**src/shared/scc_pkg.sv**
```systemverilog
package scc_pkg;
	localparam int          ADDR_W           = 20;
	localparam logic [19:0] ADDR_OPTION      = 20'h000C2;
	localparam logic [19:0] ADDR_DIVIDER     = 20'hF00A8;
	localparam logic [19:0] ADDR_SPEED_MODE  = 20'hF00F3;
	localparam logic [19:0] ADDR_CLK_MODE    = 20'hF00E0;
	localparam logic [19:0] ADDR_CLK_STATUS  = 20'hF00E1;
	localparam logic [19:0] ADDR_STAB_STATUS = 20'hF00E2;
	localparam logic [19:0] ADDR_SYS_CLK     = 20'hF00E3;
	localparam logic [19:0] ADDR_STATE       = 20'hF00E4;

	localparam int EXT_CLK_BIT   = 7;
	localparam int OSC_PIN_BIT   = 6;
	localparam int MAIN_STOP_BIT = 7;
	localparam int FAST_STOP_BIT = 0;
	localparam int SLOW_EN_BIT   = 4;
	localparam int MAIN_REQ_BIT  = 4;
	localparam int MAIN_ACT_BIT  = 5;
	localparam int FLASH_HI_BIT  = 7;
	localparam int FLASH_LO_BIT  = 6;
	localparam int FREQ_HI_BIT   = 4;
	localparam int FREQ_RAW_BIT  = 4;
	localparam int DIV_W         = 3;

	localparam logic [1:0] MAIN_MODE_PORT   = 2'h0;
	localparam logic [1:0] MAIN_MODE_XTAL   = 2'h1;
	localparam logic [1:0] MAIN_MODE_EXT    = 2'h3;
	localparam logic [1:0] FLASH_LOW_SPEED  = 2'h2;
	localparam logic [1:0] FLASH_HIGH_SPEED = 2'h3;

	localparam logic [7:0] CLK_MODE_RST   = 8'h00;
	localparam logic [7:0] CLK_STATUS_RST = 8'h80;
	localparam logic [7:0] SPEED_MODE_RST = 8'h00;
	localparam logic [7:0] SYS_CLK_RST    = 8'h00;

	localparam int CLK_PERIOD_NS      = 25;
	localparam int HOCO_STAB_NS_STD   = 65000;
	localparam int HOCO_STAB_NS_RAW48 = 135000;
	localparam int HOCO_STAB_CYC_STD  =
		(HOCO_STAB_NS_STD + CLK_PERIOD_NS - 1) / CLK_PERIOD_NS;
	localparam int HOCO_STAB_CYC_RAW48 =
		(HOCO_STAB_NS_RAW48 + CLK_PERIOD_NS - 1) / CLK_PERIOD_NS;
	localparam logic [1:0] SWITCH_OLD_CYC  = 2'h3;
	localparam logic [1:0] SWITCH_WAIT_CYC = 2'h3;
	localparam logic [1:0] SYNC_CYC        = 2'h3;
	localparam int         MAIN_STAB_STEP  = 256;

	typedef enum logic [1:0] {RP_SYNC, RP_STAB, RP_DONE} scc_reset_state_type;
	typedef enum logic [1:0] {SW_IDLE, SW_OLD, SW_WAIT} scc_switch_state_type;
endpackage

```
**src/rtl/scc_clock_source_ctrl.sv**
```systemverilog
// The strobed register port is this design's own decision.
module scc_clock_source_ctrl #(
	parameter int HOCO_STAB_STD   = scc_pkg::HOCO_STAB_CYC_STD,
	parameter int HOCO_STAB_RAW48 = scc_pkg::HOCO_STAB_CYC_RAW48,
	parameter int STAB_STEP       = scc_pkg::MAIN_STAB_STEP
) (
	input  wire logic        I_SYS_CLK,
	input  wire logic        I_NRST,
	input  wire logic [19:0] I_ADDR,
	input  wire logic [7:0]  I_WDATA,
	input  wire logic        I_WR,
	input  wire logic        I_RD,
	output logic      [7:0]  O_RDATA,
	input  wire logic [7:0]  I_OPTION_BYTE,
	input  wire logic        I_WATCHDOG_ON_OPTION,
	input  wire logic        I_WATCHDOG_STANDBY_RUN,
	input  wire logic        I_STANDBY,
	output logic             O_CPU_START,
	output logic             O_CPU_CLK_GATE,
	output logic             O_CPU_SRC_MAIN,
	output logic             O_FAST_OSC_RUN,
	output logic      [4:0]  O_FAST_OSC_FREQ_SEL,
	output logic      [2:0]  O_FAST_OSC_DIV,
	output logic             O_FAST_OSC_HALVE,
	output logic             O_XTAL_AMP_EN,
	output logic             O_EXT_CLK_IN_EN,
	output logic             O_XTAL_PORT_MODE,
	output logic             O_SLOW_OSC_RUN,
	output logic             O_SLOW_TO_WDT,
	output logic             O_SLOW_TO_TIMERS,
	output logic             O_FLASH_HIGH_SPEED,
	output logic             O_FLASH_MODE_ERR
);
	localparam logic [15:0] STAB_STD_W   = 16'(HOCO_STAB_STD);
	localparam logic [15:0] STAB_RAW48_W = 16'(HOCO_STAB_RAW48);
	localparam logic [15:0] STAB_FULL_W  = 16'(8 * STAB_STEP);

	// straps come from outside the clock domain
	logic [9:0]                    strap_meta;
	logic [9:0]                    strap_sync;
	logic [7:0]                    option;
	logic                          wdt_on;
	logic                          wdt_standby;
	scc_pkg::scc_reset_state_type  rp_state;
	scc_pkg::scc_reset_state_type  next_rp_state;
	logic [15:0]                   rp_cnt;
	logic [15:0]                   next_rp_cnt;
	scc_pkg::scc_switch_state_type sw_state;
	scc_pkg::scc_switch_state_type next_sw_state;
	logic [1:0]                    sw_cnt;
	logic [1:0]                    next_sw_cnt;
	logic [1:0]                    main_mode;
	logic                          mode_locked;
	logic                          main_stop;
	logic                          fast_stop;
	logic                          slow_en;
	logic [2:0]                    div_sw;
	logic [2:0]                    div_eff;
	logic                          src_sw;
	logic                          src_eff;
	logic [15:0]                   stab_cnt;
	logic [7:0]                    stab_bits;

	wire logic        capture     = (rp_state == scc_pkg::RP_SYNC) &&
		(rp_cnt[1:0] == scc_pkg::SYNC_CYC - 2'h1);
	wire logic        cpu_started = (rp_state == scc_pkg::RP_DONE);
	wire logic [15:0] stab_limit  = option[scc_pkg::FREQ_RAW_BIT] ?
		STAB_RAW48_W : STAB_STD_W;
	wire logic xtal_running = (main_mode == scc_pkg::MAIN_MODE_XTAL) &&
		!main_stop;
	wire logic ext_running  = (main_mode == scc_pkg::MAIN_MODE_EXT) &&
		!main_stop;
	wire logic stab_full    = (stab_cnt >= STAB_FULL_W);
	// external clock is usable at once, resonator only once settled
	wire logic main_ready   = ext_running || (xtal_running && stab_full);

	wire logic hit_mode   = (I_ADDR == scc_pkg::ADDR_CLK_MODE);
	wire logic hit_status = (I_ADDR == scc_pkg::ADDR_CLK_STATUS);
	wire logic hit_speed  = (I_ADDR == scc_pkg::ADDR_SPEED_MODE);
	wire logic hit_div    = (I_ADDR == scc_pkg::ADDR_DIVIDER);
	wire logic hit_stab   = (I_ADDR == scc_pkg::ADDR_STAB_STATUS);
	wire logic hit_sys    = (I_ADDR == scc_pkg::ADDR_SYS_CLK);
	wire logic hit_state  = (I_ADDR == scc_pkg::ADDR_STATE);
	wire logic hit_option = (I_ADDR == scc_pkg::ADDR_OPTION);

	// mode register may be set once only after reset
	wire logic wr_mode   = I_WR && hit_mode && !mode_locked;
	wire logic wr_status = I_WR && hit_status;
	wire logic wr_speed  = I_WR && hit_speed;
	// refused unless the fast oscillator is both the requested and the running source
	wire logic wr_div    = I_WR && hit_div && !src_sw && !src_eff;
	// switching to main refused until the main clock is ready
	wire logic req_main  = I_WDATA[scc_pkg::MAIN_REQ_BIT];
	wire logic wr_sys    = I_WR && hit_sys &&
		(!req_main || main_ready);

	wire logic changed = (div_sw != div_eff) || (src_sw != src_eff);

	wire logic [7:0] rd_mode   = {main_mode, 6'h00};
	wire logic [7:0] rd_status = {main_stop, 6'h00, fast_stop};
	wire logic [7:0] rd_speed  = {3'h0, slow_en, 4'h0};
	wire logic [7:0] rd_div    = {5'h00, div_sw};
	wire logic [7:0] rd_sys    = {2'h0, src_eff, src_sw, 4'h0};
	wire logic [7:0] rd_state  = {4'h0, main_ready,
		O_SLOW_OSC_RUN, (sw_state != scc_pkg::SW_IDLE), cpu_started};
	wire logic [7:0] rd_value  =
		hit_mode   ? rd_mode   :
		hit_status ? rd_status :
		hit_speed  ? rd_speed  :
		hit_div    ? rd_div    :
		hit_stab   ? stab_bits :
		hit_sys    ? rd_sys    :
		hit_state  ? rd_state  :
		hit_option ? option    : 8'h00;

	// slow oscillator: either enable runs it, standby may stop it
	wire logic slow_stop_cond = wdt_on && !slow_en && !wdt_standby &&
		I_STANDBY;
	wire logic next_slow_run  = (wdt_on || slow_en) && !slow_stop_cond;

	wire logic [1:0] flash_mode =
		option[scc_pkg::FLASH_HI_BIT:scc_pkg::FLASH_LO_BIT];
	wire logic next_flash_high = (flash_mode == scc_pkg::FLASH_HIGH_SPEED);
	wire logic next_flash_err  = (flash_mode != scc_pkg::FLASH_LOW_SPEED) &&
		!next_flash_high;

	// cpu clock may only be taken from the fast oscillator or main clock
	wire logic next_gate = cpu_started && (sw_state != scc_pkg::SW_WAIT);
	// never stop the fast oscillator while it clocks the cpu
	wire logic next_fast_run = !fast_stop || !src_eff;

	genvar gi;
	generate
		for (gi = 0; gi < 8; gi++) begin : g_stab
			localparam logic [15:0] STEP_LIMIT = 16'((gi + 1) * STAB_STEP);
			assign stab_bits[7 - gi] = (stab_cnt >= STEP_LIMIT);
		end
	endgenerate

	always_comb begin
		next_rp_state = rp_state;
		next_rp_cnt = rp_cnt + 16'h0001;
		unique case (rp_state)
			scc_pkg::RP_SYNC: begin
				if (capture) begin
					next_rp_state = scc_pkg::RP_STAB;
					next_rp_cnt = 16'h0000;
				end
			end
			scc_pkg::RP_STAB: begin
				// cpu held until accuracy has settled
				if (rp_cnt >= stab_limit - 16'h0001) begin
					next_rp_state = scc_pkg::RP_DONE;
					next_rp_cnt = 16'h0000;
				end
			end
			scc_pkg::RP_DONE: begin
				next_rp_cnt = 16'h0000;
			end
		endcase
	end

	always_comb begin
		next_sw_state = sw_state;
		next_sw_cnt = sw_cnt + 2'h1;
		unique case (sw_state)
			scc_pkg::SW_IDLE: begin
				next_sw_cnt = 2'h0;
				if (changed && cpu_started) begin
					next_sw_state = scc_pkg::SW_OLD;
				end
			end
			scc_pkg::SW_OLD: begin
				if (sw_cnt == scc_pkg::SWITCH_OLD_CYC - 2'h1) begin
					next_sw_state = scc_pkg::SW_WAIT;
					next_sw_cnt = 2'h0;
				end
			end
			scc_pkg::SW_WAIT: begin
				if (sw_cnt == scc_pkg::SWITCH_WAIT_CYC - 2'h1) begin
					next_sw_state = scc_pkg::SW_IDLE;
					next_sw_cnt = 2'h0;
				end
			end
			default: begin
				next_sw_state = scc_pkg::SW_IDLE;
				next_sw_cnt = 2'h0;
			end
		endcase
	end

	always_ff @(posedge I_SYS_CLK or negedge I_NRST) begin
		if (!I_NRST) begin
			strap_meta <= 10'h000;
			strap_sync <= 10'h000;
		end else begin
			strap_meta <= {I_WATCHDOG_STANDBY_RUN, I_WATCHDOG_ON_OPTION,
				I_OPTION_BYTE};
			strap_sync <= strap_meta;
		end
	end

	always_ff @(posedge I_SYS_CLK or negedge I_NRST) begin
		if (!I_NRST) begin
			option <= 8'h00;
			wdt_on <= 1'b0;
			wdt_standby <= 1'b0;
		end else if (capture) begin
			option <= strap_sync[7:0];
			wdt_on <= strap_sync[8];
			wdt_standby <= strap_sync[9];
		end
	end

	always_ff @(posedge I_SYS_CLK or negedge I_NRST) begin
		if (!I_NRST) begin
			rp_state <= scc_pkg::RP_SYNC;
			rp_cnt <= 16'h0000;
			sw_state <= scc_pkg::SW_IDLE;
			sw_cnt <= 2'h0;
		end else begin
			rp_state <= next_rp_state;
			rp_cnt <= next_rp_cnt;
			sw_state <= next_sw_state;
			sw_cnt <= next_sw_cnt;
		end
	end

	always_ff @(posedge I_SYS_CLK or negedge I_NRST) begin
		if (!I_NRST) begin
			main_mode <= scc_pkg::CLK_MODE_RST[7:6];
			mode_locked <= 1'b0;
		end else if (wr_mode) begin
			main_mode <= {I_WDATA[scc_pkg::EXT_CLK_BIT],
				I_WDATA[scc_pkg::OSC_PIN_BIT]};
			mode_locked <= 1'b1;
		end
	end

	always_ff @(posedge I_SYS_CLK or negedge I_NRST) begin
		if (!I_NRST) begin
			main_stop <= scc_pkg::CLK_STATUS_RST[scc_pkg::MAIN_STOP_BIT];
			fast_stop <= scc_pkg::CLK_STATUS_RST[scc_pkg::FAST_STOP_BIT];
		end else if (wr_status) begin
			main_stop <= I_WDATA[scc_pkg::MAIN_STOP_BIT];
			fast_stop <= I_WDATA[scc_pkg::FAST_STOP_BIT];
		end
	end

	always_ff @(posedge I_SYS_CLK or negedge I_NRST) begin
		if (!I_NRST) begin
			slow_en <= scc_pkg::SPEED_MODE_RST[scc_pkg::SLOW_EN_BIT];
		end else if (wr_speed) begin
			slow_en <= I_WDATA[scc_pkg::SLOW_EN_BIT];
		end
	end

	// software view and applied view are split so a change waits for a
	// clean switch point instead of cutting a clock phase
	always_ff @(posedge I_SYS_CLK or negedge I_NRST) begin
		if (!I_NRST) begin
			div_sw <= 3'h0;
			src_sw <= scc_pkg::SYS_CLK_RST[scc_pkg::MAIN_REQ_BIT];
		end else if (capture) begin
			div_sw <= strap_sync[scc_pkg::DIV_W-1:0];
		end else begin
			if (wr_div) begin
				div_sw <= I_WDATA[scc_pkg::DIV_W-1:0];
			end
			if (wr_sys) begin
				src_sw <= req_main;
			end
		end
	end

	always_ff @(posedge I_SYS_CLK or negedge I_NRST) begin
		if (!I_NRST) begin
			div_eff <= 3'h0;
			src_eff <= scc_pkg::SYS_CLK_RST[scc_pkg::MAIN_ACT_BIT];
		end else if (capture) begin
			div_eff <= strap_sync[scc_pkg::DIV_W-1:0];
		end else if (next_sw_state == scc_pkg::SW_WAIT &&
			sw_state == scc_pkg::SW_OLD) begin
			div_eff <= div_sw;
			src_eff <= src_sw;
		end
	end

	always_ff @(posedge I_SYS_CLK or negedge I_NRST) begin
		if (!I_NRST) begin
			stab_cnt <= 16'h0000;
		end else if (!xtal_running) begin
			stab_cnt <= 16'h0000;
		end else if (!stab_full) begin
			stab_cnt <= stab_cnt + 16'h0001;
		end
	end

	always_ff @(posedge I_SYS_CLK or negedge I_NRST) begin
		if (!I_NRST) begin
			O_RDATA <= 8'h00;
		end else begin
			O_RDATA <= I_RD ? rd_value : 8'h00;
		end
	end

	always_ff @(posedge I_SYS_CLK or negedge I_NRST) begin
		if (!I_NRST) begin
			O_CPU_START <= 1'b0;
			O_CPU_CLK_GATE <= 1'b0;
			O_CPU_SRC_MAIN <= 1'b0;
			O_FAST_OSC_RUN <= 1'b1;
			O_FAST_OSC_FREQ_SEL <= 5'h00;
			O_FAST_OSC_DIV <= 3'h0;
			O_FAST_OSC_HALVE <= 1'b0;
			O_XTAL_AMP_EN <= 1'b0;
			O_EXT_CLK_IN_EN <= 1'b0;
			O_XTAL_PORT_MODE <= 1'b1;
			O_SLOW_OSC_RUN <= 1'b0;
			O_SLOW_TO_WDT <= 1'b0;
			O_SLOW_TO_TIMERS <= 1'b0;
			O_FLASH_HIGH_SPEED <= 1'b0;
			O_FLASH_MODE_ERR <= 1'b0;
		end else begin
			O_CPU_START <= cpu_started;
			O_CPU_CLK_GATE <= next_gate;
			O_CPU_SRC_MAIN <= src_eff;
			O_FAST_OSC_RUN <= next_fast_run;
			O_FAST_OSC_FREQ_SEL <= option[scc_pkg::FREQ_HI_BIT:0];
			O_FAST_OSC_DIV <= div_eff;
			// raw 48 MHz setting always reaches the cpu halved
			O_FAST_OSC_HALVE <= option[scc_pkg::FREQ_RAW_BIT];
			O_XTAL_AMP_EN <= xtal_running;
			O_EXT_CLK_IN_EN <= ext_running;
			O_XTAL_PORT_MODE <= (main_mode == scc_pkg::MAIN_MODE_PORT);
			O_SLOW_OSC_RUN <= next_slow_run;
			O_SLOW_TO_WDT <= next_slow_run && wdt_on;
			O_SLOW_TO_TIMERS <= next_slow_run && slow_en;
			O_FLASH_HIGH_SPEED <= next_flash_high;
			O_FLASH_MODE_ERR <= next_flash_err;
		end
	end
endmodule

```
**config.mk**
```make
export PLATFORM = sky130hd
export DESIGN_NAME = scc_clock_source_ctrl
export DESIGN_NICKNAME = d
export VERILOG_FILES = /design/src/shared/scc_pkg.sv /design/src/rtl/scc_clock_source_ctrl.sv
export SDC_FILE = /design/constraint.sdc
export NUM_CORES = 1
export LEC_CHECK = 0
export BUFFER_PORTS_ARGS = -buffer_cell sky130_fd_sc_hd__buf_2
export CAP_MARGIN = 15
export CORE_UTILIZATION = 50
export DETAILED_ROUTE_END_ITERATION = 10
export PLACE_DENSITY = 0.78
export SETUP_SLACK_MARGIN = 0.3
export SLEW_MARGIN = 20
export SYNTH_ARGS = -nofsm -noshare
export SYNTH_HDL_FRONTEND = slang
export SYNTH_SLANG_ARGS = --single-unit
export TNS_END_PERCENT = 100
```
**constraint.sdc**
```tcl
create_clock -name I_SYS_CLK -period 2.4 [get_ports I_SYS_CLK]
set_clock_uncertainty 0.2 [all_clocks]
set_input_delay 0.48 -clock I_SYS_CLK [delete_from_list [all_inputs] [get_ports I_SYS_CLK]]
set_output_delay 0.48 -clock I_SYS_CLK [all_outputs]
set_load 0.02 [all_outputs]
```
Word-level counts from Yosys, hierarchy flattened
Cells that the tools add are included.
Operators by class
  equality and inequality tests: 25
  reductions and logical operators: 49
  multipliers: 0
  add/sub/neg operators: 4
  $lt $le $gt $ge: 9
  shift-type cells: 0
  mux-type cells: 28
  bitwise gates (word level): 1
  divide/modulo/power cells: 0
Operators with widths (number)
  $eq A20 B20 Y1 const B: 7
  $mux W8: 9
  $ge A16 B11 Y1 const B: 4
  $mux W16: 4
  $pmux W16 S3: 1
  $add A16 B1 Y16 const B: 2
  $ge A16 B10 Y1 const B: 2
  $logic_and A1 B1 Y1: 23
  $eq A20 B8 Y1 const B: 1
  $ge A16 B12 Y1 const B: 1
  $ge A16 B16 Y1: 1
  $ge A16 B9 Y1 const B: 1
  $eq A2 B2 Y1 const B: 7
  $mux W2: 7
  $sub A13 B1 Y14 const B: 1
  $mux W13: 1
  $mux W3: 4
  $logic_not A1 Y1: 10
  $ne A2 B2 Y1 const B: 5
  $reduce_bool A2 Y1: 4
  $eq A2 B1 Y1 const B: 3
  $logic_not A2 Y1: 3
  $pmux W2 S3: 1
  $logic_or A1 B1 Y1: 5
  8 further kinds: 9
Storage, ports and cells
  input port bits: 43
  bits in registers: 111
  bits in read-only memories: 0
  RAM bits: 0
  word-level logic and storage cells: 151
  memories: 0
  output and inout bits: 29
  latch bits: 0

Longest topological paths before layout
Gate-level depths: netlist of run 1.
  depth after elaboration: 12
  depth in mapped cells: 9
  gate-level depth less buffers: 8

Worst setup path after synthesis of run 1
OpenSTA, ideal clock, no wires.
  path type: in2reg
  start point: in I_ADDR[9]
  end point: reg O_RDATA[1]
  setup slack: -0.027 ns
  setup time: 0.156 ns
  stages: 7
  buffers on the path: 1
  arrival: 2.071 ns
  required time: 2.044 ns
  path through: nor4_4 -> nand4_4 -> or4_4 -> buf_6 -> a311oi_2 -> a211o_1 -> a21oi_1
On the way
  longest elaborated chain between the ends: 10
  elaborated cells on any way between the ends: 17
  classes of those cells: eq/ne: 8; mux: 9
Ends and longest elaborated chain
  from (decl): line scc_clock_source_ctrl.sv:9  | input wire logic [19:0] I_ADDR,
  $eq A20 B8 Y1: line scc_clock_source_ctrl.sv:84  | wire logic hit_option = (I_ADDR == scc_pkg::ADDR_OPTION);
  $mux W8: line scc_clock_source_ctrl.sv:114  | hit_option ? option : 8'h00;
  $mux W8: line scc_clock_source_ctrl.sv:113  | hit_state ? rd_state :
  $mux W8: line scc_clock_source_ctrl.sv:112  | hit_sys ? rd_sys :
  $mux W8: line scc_clock_source_ctrl.sv:111  | hit_stab ? stab_bits :
  $mux W8: line scc_clock_source_ctrl.sv:110  | hit_div ? rd_div :
  $mux W8: line scc_clock_source_ctrl.sv:109  | hit_speed ? rd_speed :
  $mux W8: line scc_clock_source_ctrl.sv:108  | hit_status ? rd_status :
  $mux W8 (*): line scc_clock_source_ctrl.sv:107  | hit_mode ? rd_mode :
  $mux W8 (*): line scc_clock_source_ctrl.sv:303  | O_RDATA <= I_RD ? rd_value : 8'h00;
  to (signal assigned): line scc_clock_source_ctrl.sv:303
  to (decl): line scc_clock_source_ctrl.sv:13  | output logic [7:0] O_RDATA,
Every way passes the cells marked *; elsewhere a longest branch is shown, timed or not.
A chain may end at the register's enable or synchronous reset.

Final worst setup path of run 1
  start point: reg option[4]
  end point: reg rp_cnt[8]
On the way
  longest elaborated chain between the ends: 5
Ends and longest elaborated chain
  from (decl): line scc_clock_source_ctrl.sv:41  | logic [7:0] option;
  from (signal assigned): line scc_clock_source_ctrl.sv:209  | option <= strap_sync[7:0];
  $mux W13: line scc_clock_source_ctrl.sv:67  | wire logic [15:0] stab_limit = option[scc_pkg::FREQ_RAW_BIT] ?
  $sub A13 B1 Y14: line scc_clock_source_ctrl.sv:152  | if (rp_cnt >= stab_limit - 16'h0001) begin
  $ge A16 B16 Y1: line scc_clock_source_ctrl.sv:152
  $mux W16: line scc_clock_source_ctrl.sv:152
  $pmux W16 S3: line scc_clock_source_ctrl.sv:143  | unique case (rp_state)
  named net next_rp_cnt[8]: line scc_clock_source_ctrl.sv:47  | logic [15:0] next_rp_cnt;
  to (signal assigned): line scc_clock_source_ctrl.sv:223  | rp_cnt <= next_rp_cnt;
  to (decl): line scc_clock_source_ctrl.sv:46  | logic [15:0] rp_cnt;
The timed path passes the listed nets, and every way through them passes these cells.

==> results.md, run 1 <==
- Status: finished clean
- Register area share after synthesis: 56.5%
- I/O pin count: 72
- Slew Limit Fails: 0
- Origin of the critical flop-to-flop path: option[4]
- Num rows: 35
- Final setup vio count: 0
- Top cell type's share of synthesized area: 54.9%
- Longest Clk Path Bufs: 2
- Clock-pin slew on the worst setup and hold paths: 100 ps
- Critical path data arrival time: 2300 ps
- Final ANT Viol Nets: 0
- DRT Pass-1 Iters: 4
- Final hold violations: 0
- Total GRT Usage: 22.7%
- Detailed Place HPWL: 7760 µm
- Vias in the first global route: 3,655
- Mapped cell area: 4880 µm²
- Rel. slew slack: 67.7%
- Worst setup startpoint: option[4]
- CP endpoint kind: flop
- Die height: 101 µm
- Crit path largest cell delay: 460 ps
- Synth cell count leaders: dfrtp_1 (107), nand2_1 (50), nor2_1 (49)
- Total die area: 10,200 µm²
- R2r endpoint: rp_cnt[8]
- Cell area after layout: 6230 µm²
- Antenna cells: 0
- Vias: 3,735
- Async S/R FF share, synth: 100%
- Internal reg-to-reg setup slack: 170 ps
- H-tree depth: 3
- WL per Instance: 16.3 µm
- Hold_sp: I_OPTION_BYTE[2]
- Maxcap violations: 0
- Distinct cells, synth: 59
- Most common cell in the netlist: dfrtp_1
- Hold WC Path Type: in2reg
- Syn Inst Count: 445
- Hold path endpoint: strap_meta[2]
- First-pass GRT wire length: 17,700 µm
- Pleak: 2.85 nW
- Placed instance area: 5600 µm²
- Largest net degree at the start of global routing: 50
- CTS root buf: clkbuf_8
- Starting Density: 52.3%
- Worst-skew pair later-pin latency: 370 ps
- GR Overflow Total: 0
- Number of synthesized flops with an enable pin: 0
- Nets: 613
- Startpoint types: flop
- GPL Wtd Cong: 0.887
- CTS buffer count: 9
- Crit path cell chain: buf_4 > ha_1 > nand4b_1 > a211o_1 > a41oi_4 > clkbuf_16 > nor2_1
- CTS tree: done
- Core Region: 9330 µm²
- Yosys reg bits: 110
- Buffers on Ports: 69
- Final hold slack: 9.46 ps
- Critical Path Slowest Stage Cell: dfrtp_2
- Initial antenna violation count: 0
- Required @ worst endpoint: 2470 ps
- Net Count, Synth: 506
- # clock sinks: 110
- Setup CP Type: reg2reg
- Die Wd: 101 µm
- 1st-iter DRT viols: 158
- Cell taking the most area after synthesis: dfrtp_1
- Drc violations: 0
- Worst reg-to-reg path cell count: 7
- Warnings, synthesis: 0
- Min cycle time layout: 2230 ps
- Worst-Margin Slew: 481 ps
- Min-Delay Path Depth: 1
- Fmax achieved: 449 MHz
- Final period util: 92.7%
- Vias/cell: 5.44
- Routed WL: 11,200 µm
- Worst-path fanout max: 8
- Syn Area/Cell: 11.0 µm²
- Layout cells sized above 1: 36.4%
- Ys flop type: dfrtp_1
- Layout area overhead: 27.8%
- PD cells: 832 nW/µm²
- Synth top area cells: dfrtp_1 (55%), ha_1 (4.6%), nand2_1 (3.8%), nor2_1 (3.8%), xor2_1 (3.1%)
- RSZ-0062 raised after global routing: true
- VDD IR max: 0.560 mV
-- power by group --
part	internal, W	leakage (nW)	total (W)	switching (W)
sequential	0.00219	1.40	0.00246	0.000272
clock	0.000406	0.0815	0.00102	0.000614
combinational	0.000733	1.36	0.00170	0.000966
total	0.00333	2.85	0.00518	0.00185
-- cell type report --
type                            instances  area [µm²]
Multi-Input combinational cell        302        2320
Fill cell                             689        3100
Inverter                               18        70.1
Sequential cell                       110        2760
Timing Repair Buffer                  111         742
Clock inverter                          5        36.3
Tap cell                              129         161
Clock buffer                           11         141
-- per-layer routing --
metal | vias to the layer above | part of all wire (%) | track usage [%]
met5 | - | 0 | 0
met4 | 0 | 1.3 | 6.91
met3 | 16 | 4.0 | 4.37
met2 | 105 | 51 | 38.6
met1 | 1862 | 44 | 29.7
li1 | 1752 | - | -
-- metrics by stage --
stage | utilization [%] | power (W) | cells | setup TNS (ps) | worst slack, ps
6_report | 66.8 | 0.00518 | 686 | 0 | 174
3_3_place_gp | 60.0 | 0.00372 | 656 | -1150 | -172
3_5_place_dp | 60.0 | 0.00380 | 656 | -1600 | -215
5_1_grt | 66.8 | 0.00545 | 686 | 0 | 87.7
2_1_floorplan | - | 0.00328 | 445 | 0 | 19.4
4_1_cts | 63.1 | 0.00485 | 677 | 0 | 222
-- state kept, by name (all words and copies together) (netlist names), 3 cells and up --
signal	flops
div_eff	3
strap_meta	10
rp_cnt	16
option	8
O_RDATA	8
div_sw	3
strap_sync	10
O_FAST_OSC_FREQ_SEL	5
O_FAST_OSC_DIV	3
stab_cnt	16
-- how the worst max path moves through the flow --
stage              endpoint  cells past startpoint  slack [ps]
2_1_floorplan    O_RDATA[1]                      7          20
3_3_place_gp     O_RDATA[1]                      9        -170
3_5_place_dp   main_mode[1]                      7        -210
4_1_cts          rp_cnt[12]                      7         220
5_1_grt             src_eff                      8          90
6_report          rp_cnt[8]                      7         170
-- what timing repair did --
action	CTS	global route
cloned	0	1
hold buffers	3	2
resized for setup	16	64
setup buffers	2	6
hold endpoints to repair	33	2
pin swaps	10	30
endpoints found under the setup margin	28	39
-- kinds of logic (layout without fill, tap and decap cells) --
logic type	count (synthesis)	in the layout	synth area share, %
multiplexers	8	8	1.77
buffers and inverters	33	145	2.77
AND/OR/NAND/NOR	188	188	20.9
flip-flops	110	110	56.5
adder cells (fa/ha/maj)	18	18	4.62
AO/OA/AOI/OAI	61	61	8.55
XOR/XNOR	27	27	4.85
-- layout by cell type (no fill, tap or decap), types with 9 or more instances in the layout --
| master | n |
|---|---|
| dfrtp_1 | 104 |
| buf_2 | 66 |
| nand2_1 | 47 |
| nor2_1 | 35 |
| buf_4 | 32 |
| nand3_1 | 17 |
| xor2_1 | 17 |
| inv_1 | 14 |
| a21oi_1 | 12 |
| xnor2_1 | 10 |
| ha_1 | 10 |
| clkbuf_8 | 10 |
| o21ai_0 | 9 |
| a21o_1 | 9 |
-- worst max-delay path, delay by kind of cell, from the launching register on --
kind                       cells  cell delay [ps]
AOI/OAI and AO/OA              2              570
DFF                            1              460
buffers and inverters          2              410
adders and majority gates      1              310
and+or+nand+nor                2              170
No activity file was read; power rests on OpenSTA's default activity.
==> run 2, diff against run 1 <==
Settings changed: PLACE_DENSITY 0.78 to 0.8.
==> results.md, run 2 (synthesized netlist as in run 1, its figures left out) <==
- GR Overflow Total: 0
- 1st-iter DRT viols: 208
- Maxcap violations: 0
- Top flop regs: rp_cnt x16, stab_cnt x16
- Reg power frac: 44.9%
- Final ANT Viol Nets: 0
- Net Sw Frac: 35.9%
- Buffers on Ports: 69
- CTS tree: done
- Most frequent cells in the layout: dfrtp_1 (104), buf_2 (66), nand2_1 (47)
- Vias/cell: 5.53
- Initial antenna violation count: 0
- Drc violations: 0
- Met2 GRT Util: 40.2%
- Detailed Place HPWL: 7700 µm
- Hold WC Path Type: in2reg
- Routed WL: 11,700 µm
- Total GRT Usage: 23.5%
- Slew Limit Fails: 0
- Startpoint types: input port
- Placed Cells: 655
- CTS root buf: clkbuf_8
- I/O pin count: 72
- Fmax achieved: 453 MHz
- PnR worst setup slack: 192 ps
- Worst-Margin Slew: 572 ps
- Vias in the first global route: 3,885
- Die Wd: 101 µm
- Non-filler cells, final: 701
- Required @ worst endpoint: 2480 ps
- Num rows: 35
- First-pass GRT wire length: 18,200 µm
- Longest Clk Path Bufs: 2
- Final setup vio count: 0
- GPL Wtd Cong: 0.879
- Int Power: 0.00352 W
- Met1 usage: 28.9%
- # clock sinks: 110
- # fillers: 652
- H-tree depth: 3
- CTS buffer count: 9
- Total die area: 10,200 µm²
- Worst-skew pair later-pin latency: 380 ps
- Layout cells sized above 1: 35.5%
- Status: finished clean
- Layout area overhead: 30.6%
- Vias: 3,876
- Clock-pin slew on the worst setup and hold paths: 100 ps
- Nets: 628
- Power share of the clock group: 20.9%
- Net Switching: 0.00198 W
- Worst-path fanout max: 5
- Antenna cells: 0
- Largest net degree at the start of global routing: 44
- Pleak: 2.95 nW
- RSZ-0062 raised after global routing: true
- Final Util: 68.3%
- Final period util: 92.0%
- Met3 usage: 5.41%
- Die height: 101 µm
- Critical path data arrival time: 2290 ps
- Most common cell after layout, fill and taps aside: dfrtp_1
- Final hold violations: 0
- Setup WS pre-CTS: -297 ps
- Starting Density: 52.3%
- Rel. slew slack: 61.8%
- CP endpoint kind: flop
- Min cycle time layout: 2210 ps
- PD cells: 863 nW/µm²
- Most Crowded Layer GR: met2
- DRT Pass-1 Iters: 5
- Comb power frac: 34.2%
- Setup TNS: 0 ps
- Tot Pwr: 0.00550 W
- Core Region: 9330 µm²
- VDD IR max: 0.506 mV
- WL per Instance: 16.6 µm
- Setup CP Type: in2reg
## run 2: worst max-delay path, cell delays in order
cell     delay [ps]
buf_6            90
or4_4           530
or4_4           450
nor2_4          230
buf_6           130
a22oi_2          70
nor4_2          300
## run 2: routing by layer
metal	vias to the layer above	part of all wire [%]
li1	1784	-
met1	1921	41
met2	139	51
met3	32	5.7
met4	0	2.8
met5	-	0
## run 2: metrics by stage
stage / hold WS [ps] / area (µm²)
final: 148 / 6370
after CTS: 133 / 6130
after global routing: 138 / 6370
after floorplan: -15.6 / 4930
after detailed placement: 135 / 5590
after global placement: 132 / 5590
## run 2: cell type report
type / instances / area, µm² / area share [%]
multi-input cells: 302 / 2300 / 36.2
clock buffers: 9 / 124 / 1.94
well taps: 129 / 161 / 2.53
repair buffers: 126 / 871 / 13.7
flip-flops and latches: 110 / 2760 / 43.3
clock inverters: 7 / 77.6 / 1.22
inverters: 18 / 70.1 / 1.10
## run 2: final timing paths
kind	start	endpoint	slack (ps)	cells after the start
min reg2reg	strap_meta[2]	strap_sync[2]	160	0
max reg2reg	option[4]	rp_cnt[6]	210	7
max in group asynchronous	I_NRST	main_stop	910	3
max	I_ADDR[16]	O_RDATA[5]	190	7
min in group asynchronous	I_NRST	O_CPU_CLK_GATE	420	2
min	I_WDATA[7]	main_mode[1]	150	2
## run 2: timing repair
item	4_1_cts	5_1_grt
cloned	0	1
buffers inserted	15	3
endpoints found under the hold margin	50	0
gates resized for setup	32	50
pin swaps	20	34
setup endpoints to repair	30	36
hold buffers	11	0
## run 2: power by group through the flow
stage	combinational (W)	clock, W	sequential, W
after floorplan	0.000731	0	0.00255
after global placement	0.00123	0	0.00246
after detailed placement	0.00128	0	0.00247
after CTS	0.00163	0.00117	0.00243
after global routing	0.00204	0.00124	0.00250
final	0.00188	0.00115	0.00247
==> run 3, diff against run 2 <==
Settings changed: PLACE_DENSITY 0.8 to 0.74.
==> results.md, run 3 (synthesized netlist as in run 1, its figures left out) <==
- Routed WL: 10,900 µm
- Pleak: 2.88 nW
- Total GRT Usage: 22.6%
- Cell area after layout: 6200 µm²
- CP Buf/Inv Count: 1
- Vias in the first global route: 3,697
- Final Util: 66.5%
- Cell family with most CP delay: simple AND/OR/NAND/NOR gates
- Highest routed layer: met4
- Most common cell after layout, fill and taps aside: dfrtp_1
- Final hold violations: 0
- Core Region: 9330 µm²
- PD cells: 813 nW/µm²
- Worst-skew pair later-pin latency: 370 ps
- Setup WS pre-CTS: -208 ps
- Total die area: 10,200 µm²
- I/O pin count: 72
- Net Sw Frac: 35.3%
- Startpoint types: input port
- # clock sinks: 110
- Reg power frac: 48.4%
- Detailed Place HPWL: 7590 µm
- Critical path data arrival time: 2290 ps
- GR Overflow Total: 0
- Tot Pwr: 0.00504 W
- Clock-pin slew on the worst setup and hold paths: 100 ps
- Nets: 621
- 1st-iter DRT viols: 182
- CTS tree: done
- Setup TNS: 0 ps
- Worst-Margin Slew: 509 ps
- Final period util: 91.0%
- CP endpoint kind: flop
- Starting Density: 52.3%
- Status: finished clean
- Maxcap violations: 0
- Comb power frac: 30.8%
- Final ANT Viol Nets: 0
- Power share of the clock group: 20.8%
- Wire length on met1: 4720 µm
- Met3 wire len: 547 µm
- Antenna cells: 0
- Min cycle time layout: 2180 ps
- Largest net degree at the start of global routing: 41
- Crit path cell chain: buf_6 > or4_4 > or4_4 > nor2_4 > a22oi_2 > a211o_1 > a21oi_2
- Num rows: 35
- Layout area overhead: 27.2%
- GPL Wtd Cong: 0.881
- H-tree depth: 3
- Worst-path fanout max: 5
- Setup CP Type: in2reg
- Longest Clk Path Bufs: 2
- Vias: 3,788
- Die height: 101 µm
- Most frequent cells in the layout: dfrtp_1 (107), buf_2 (66), nor2_1 (47), nand2_1 (47), buf_4 (33)
- Hold WC Path Type: in2reg
- Initial antenna violation count: 0
- Slew Limit Fails: 0
- Buffers on Ports: 69
- First-pass GRT wire length: 17,700 µm
- CTS buffer count: 9
- Critical Path Slowest Stage Cell: or4_4
- Int Power: 0.00327 W
- Required @ worst endpoint: 2510 ps
- Drc violations: 0
- DR WL met2: 5540 µm
- CP most frequent cell: or4_4
- Fmax achieved: 458 MHz
- Final setup vio count: 0
- Top flop regs: rp_cnt x16, stab_cnt x16
- Net Switching: 0.00178 W
- Layout cells sized above 1: 32.2%
- RSZ-0062 raised after global routing: true
- PnR worst setup slack: 215 ps
- Crit path largest cell delay: 530 ps
- DRT Pass-1 Iters: 4
- Placed instance area: 5590 µm²
- Rel. slew slack: 66.0%
- Die Wd: 101 µm
- Vias/cell: 5.46
- WL per Instance: 15.8 µm
- CTS root buf: clkbuf_8
- VDD IR max: 0.488 mV
[run 3: cell count changes in the layout (fill, tap and decap cells not counted), sizes merged]
cell	delta
clkbuf	+2
clkinv	+1
bufinv	-1
inv	-1
buf	-9
a41oi	+1
or4	+1
clkinvlp	-1
[run 3: final timing paths]
kind                       depth (start not counted)           from  slack, ps                end
min in group asynchronous                          2         I_NRST        420  O_FAST_OSC_DIV[2]
max in group asynchronous                          3         I_NRST        970          main_stop
max reg2reg                                        6      option[4]        220         rp_cnt[15]
min                                                2     I_WDATA[6]        150       main_mode[0]
max                                                7     I_ADDR[16]        220         O_RDATA[1]
min reg2reg                                        0  strap_meta[9]        160      strap_sync[9]
[run 3: power groups by stage]
stage | combinational, W | clock (W) | sequential, W
after CTS | 0.00145 | 0.00108 | 0.00243
final | 0.00155 | 0.00105 | 0.00244
after global routing | 0.00171 | 0.00114 | 0.00249
after floorplan | 0.000731 | 0 | 0.00255
after detailed placement | 0.00128 | 0 | 0.00246
after global placement | 0.00121 | 0 | 0.00245
[run 3: layout make-up]
class / count / area [µm²]
Sequential cell: 110 / 2760
Clock inverter: 5 / 40.0
Clock buffer: 11 / 141
Inverter: 18 / 70.1
Fill cell: 720 / 3130
Timing Repair Buffer: 117 / 785
Tap cell: 129 / 161
Multi-Input combinational cell: 304 / 2250
[run 3: what timing repair did]
| item | CTS | global route |
|---|---|---|
| hold buffers | 7 | 4 |
| pin swaps | 24 | 24 |
| setup endpoints to repair | 29 | 39 |
| gates resized for setup | 18 | 33 |
| cloned | 1 | 1 |
| buffers inserted | 6 | 4 |
| hold endpoints to repair | 41 | 4 |
[run 3: layer usage]
layer  track usage, %  vias up
met5                0        -
met4             6.02        0
met3             5.69       14
met2             37.6      107
met1             29.8     1884
li1                 -     1783
[run 3: stage by stage]
step | cells | hold slack, ps
after floorplan | 445 | -15.6
after global placement | 655 | 131
after detailed placement | 655 | 136
after CTS | 685 | 0.965
after global routing | 694 | 123
final | 694 | 146
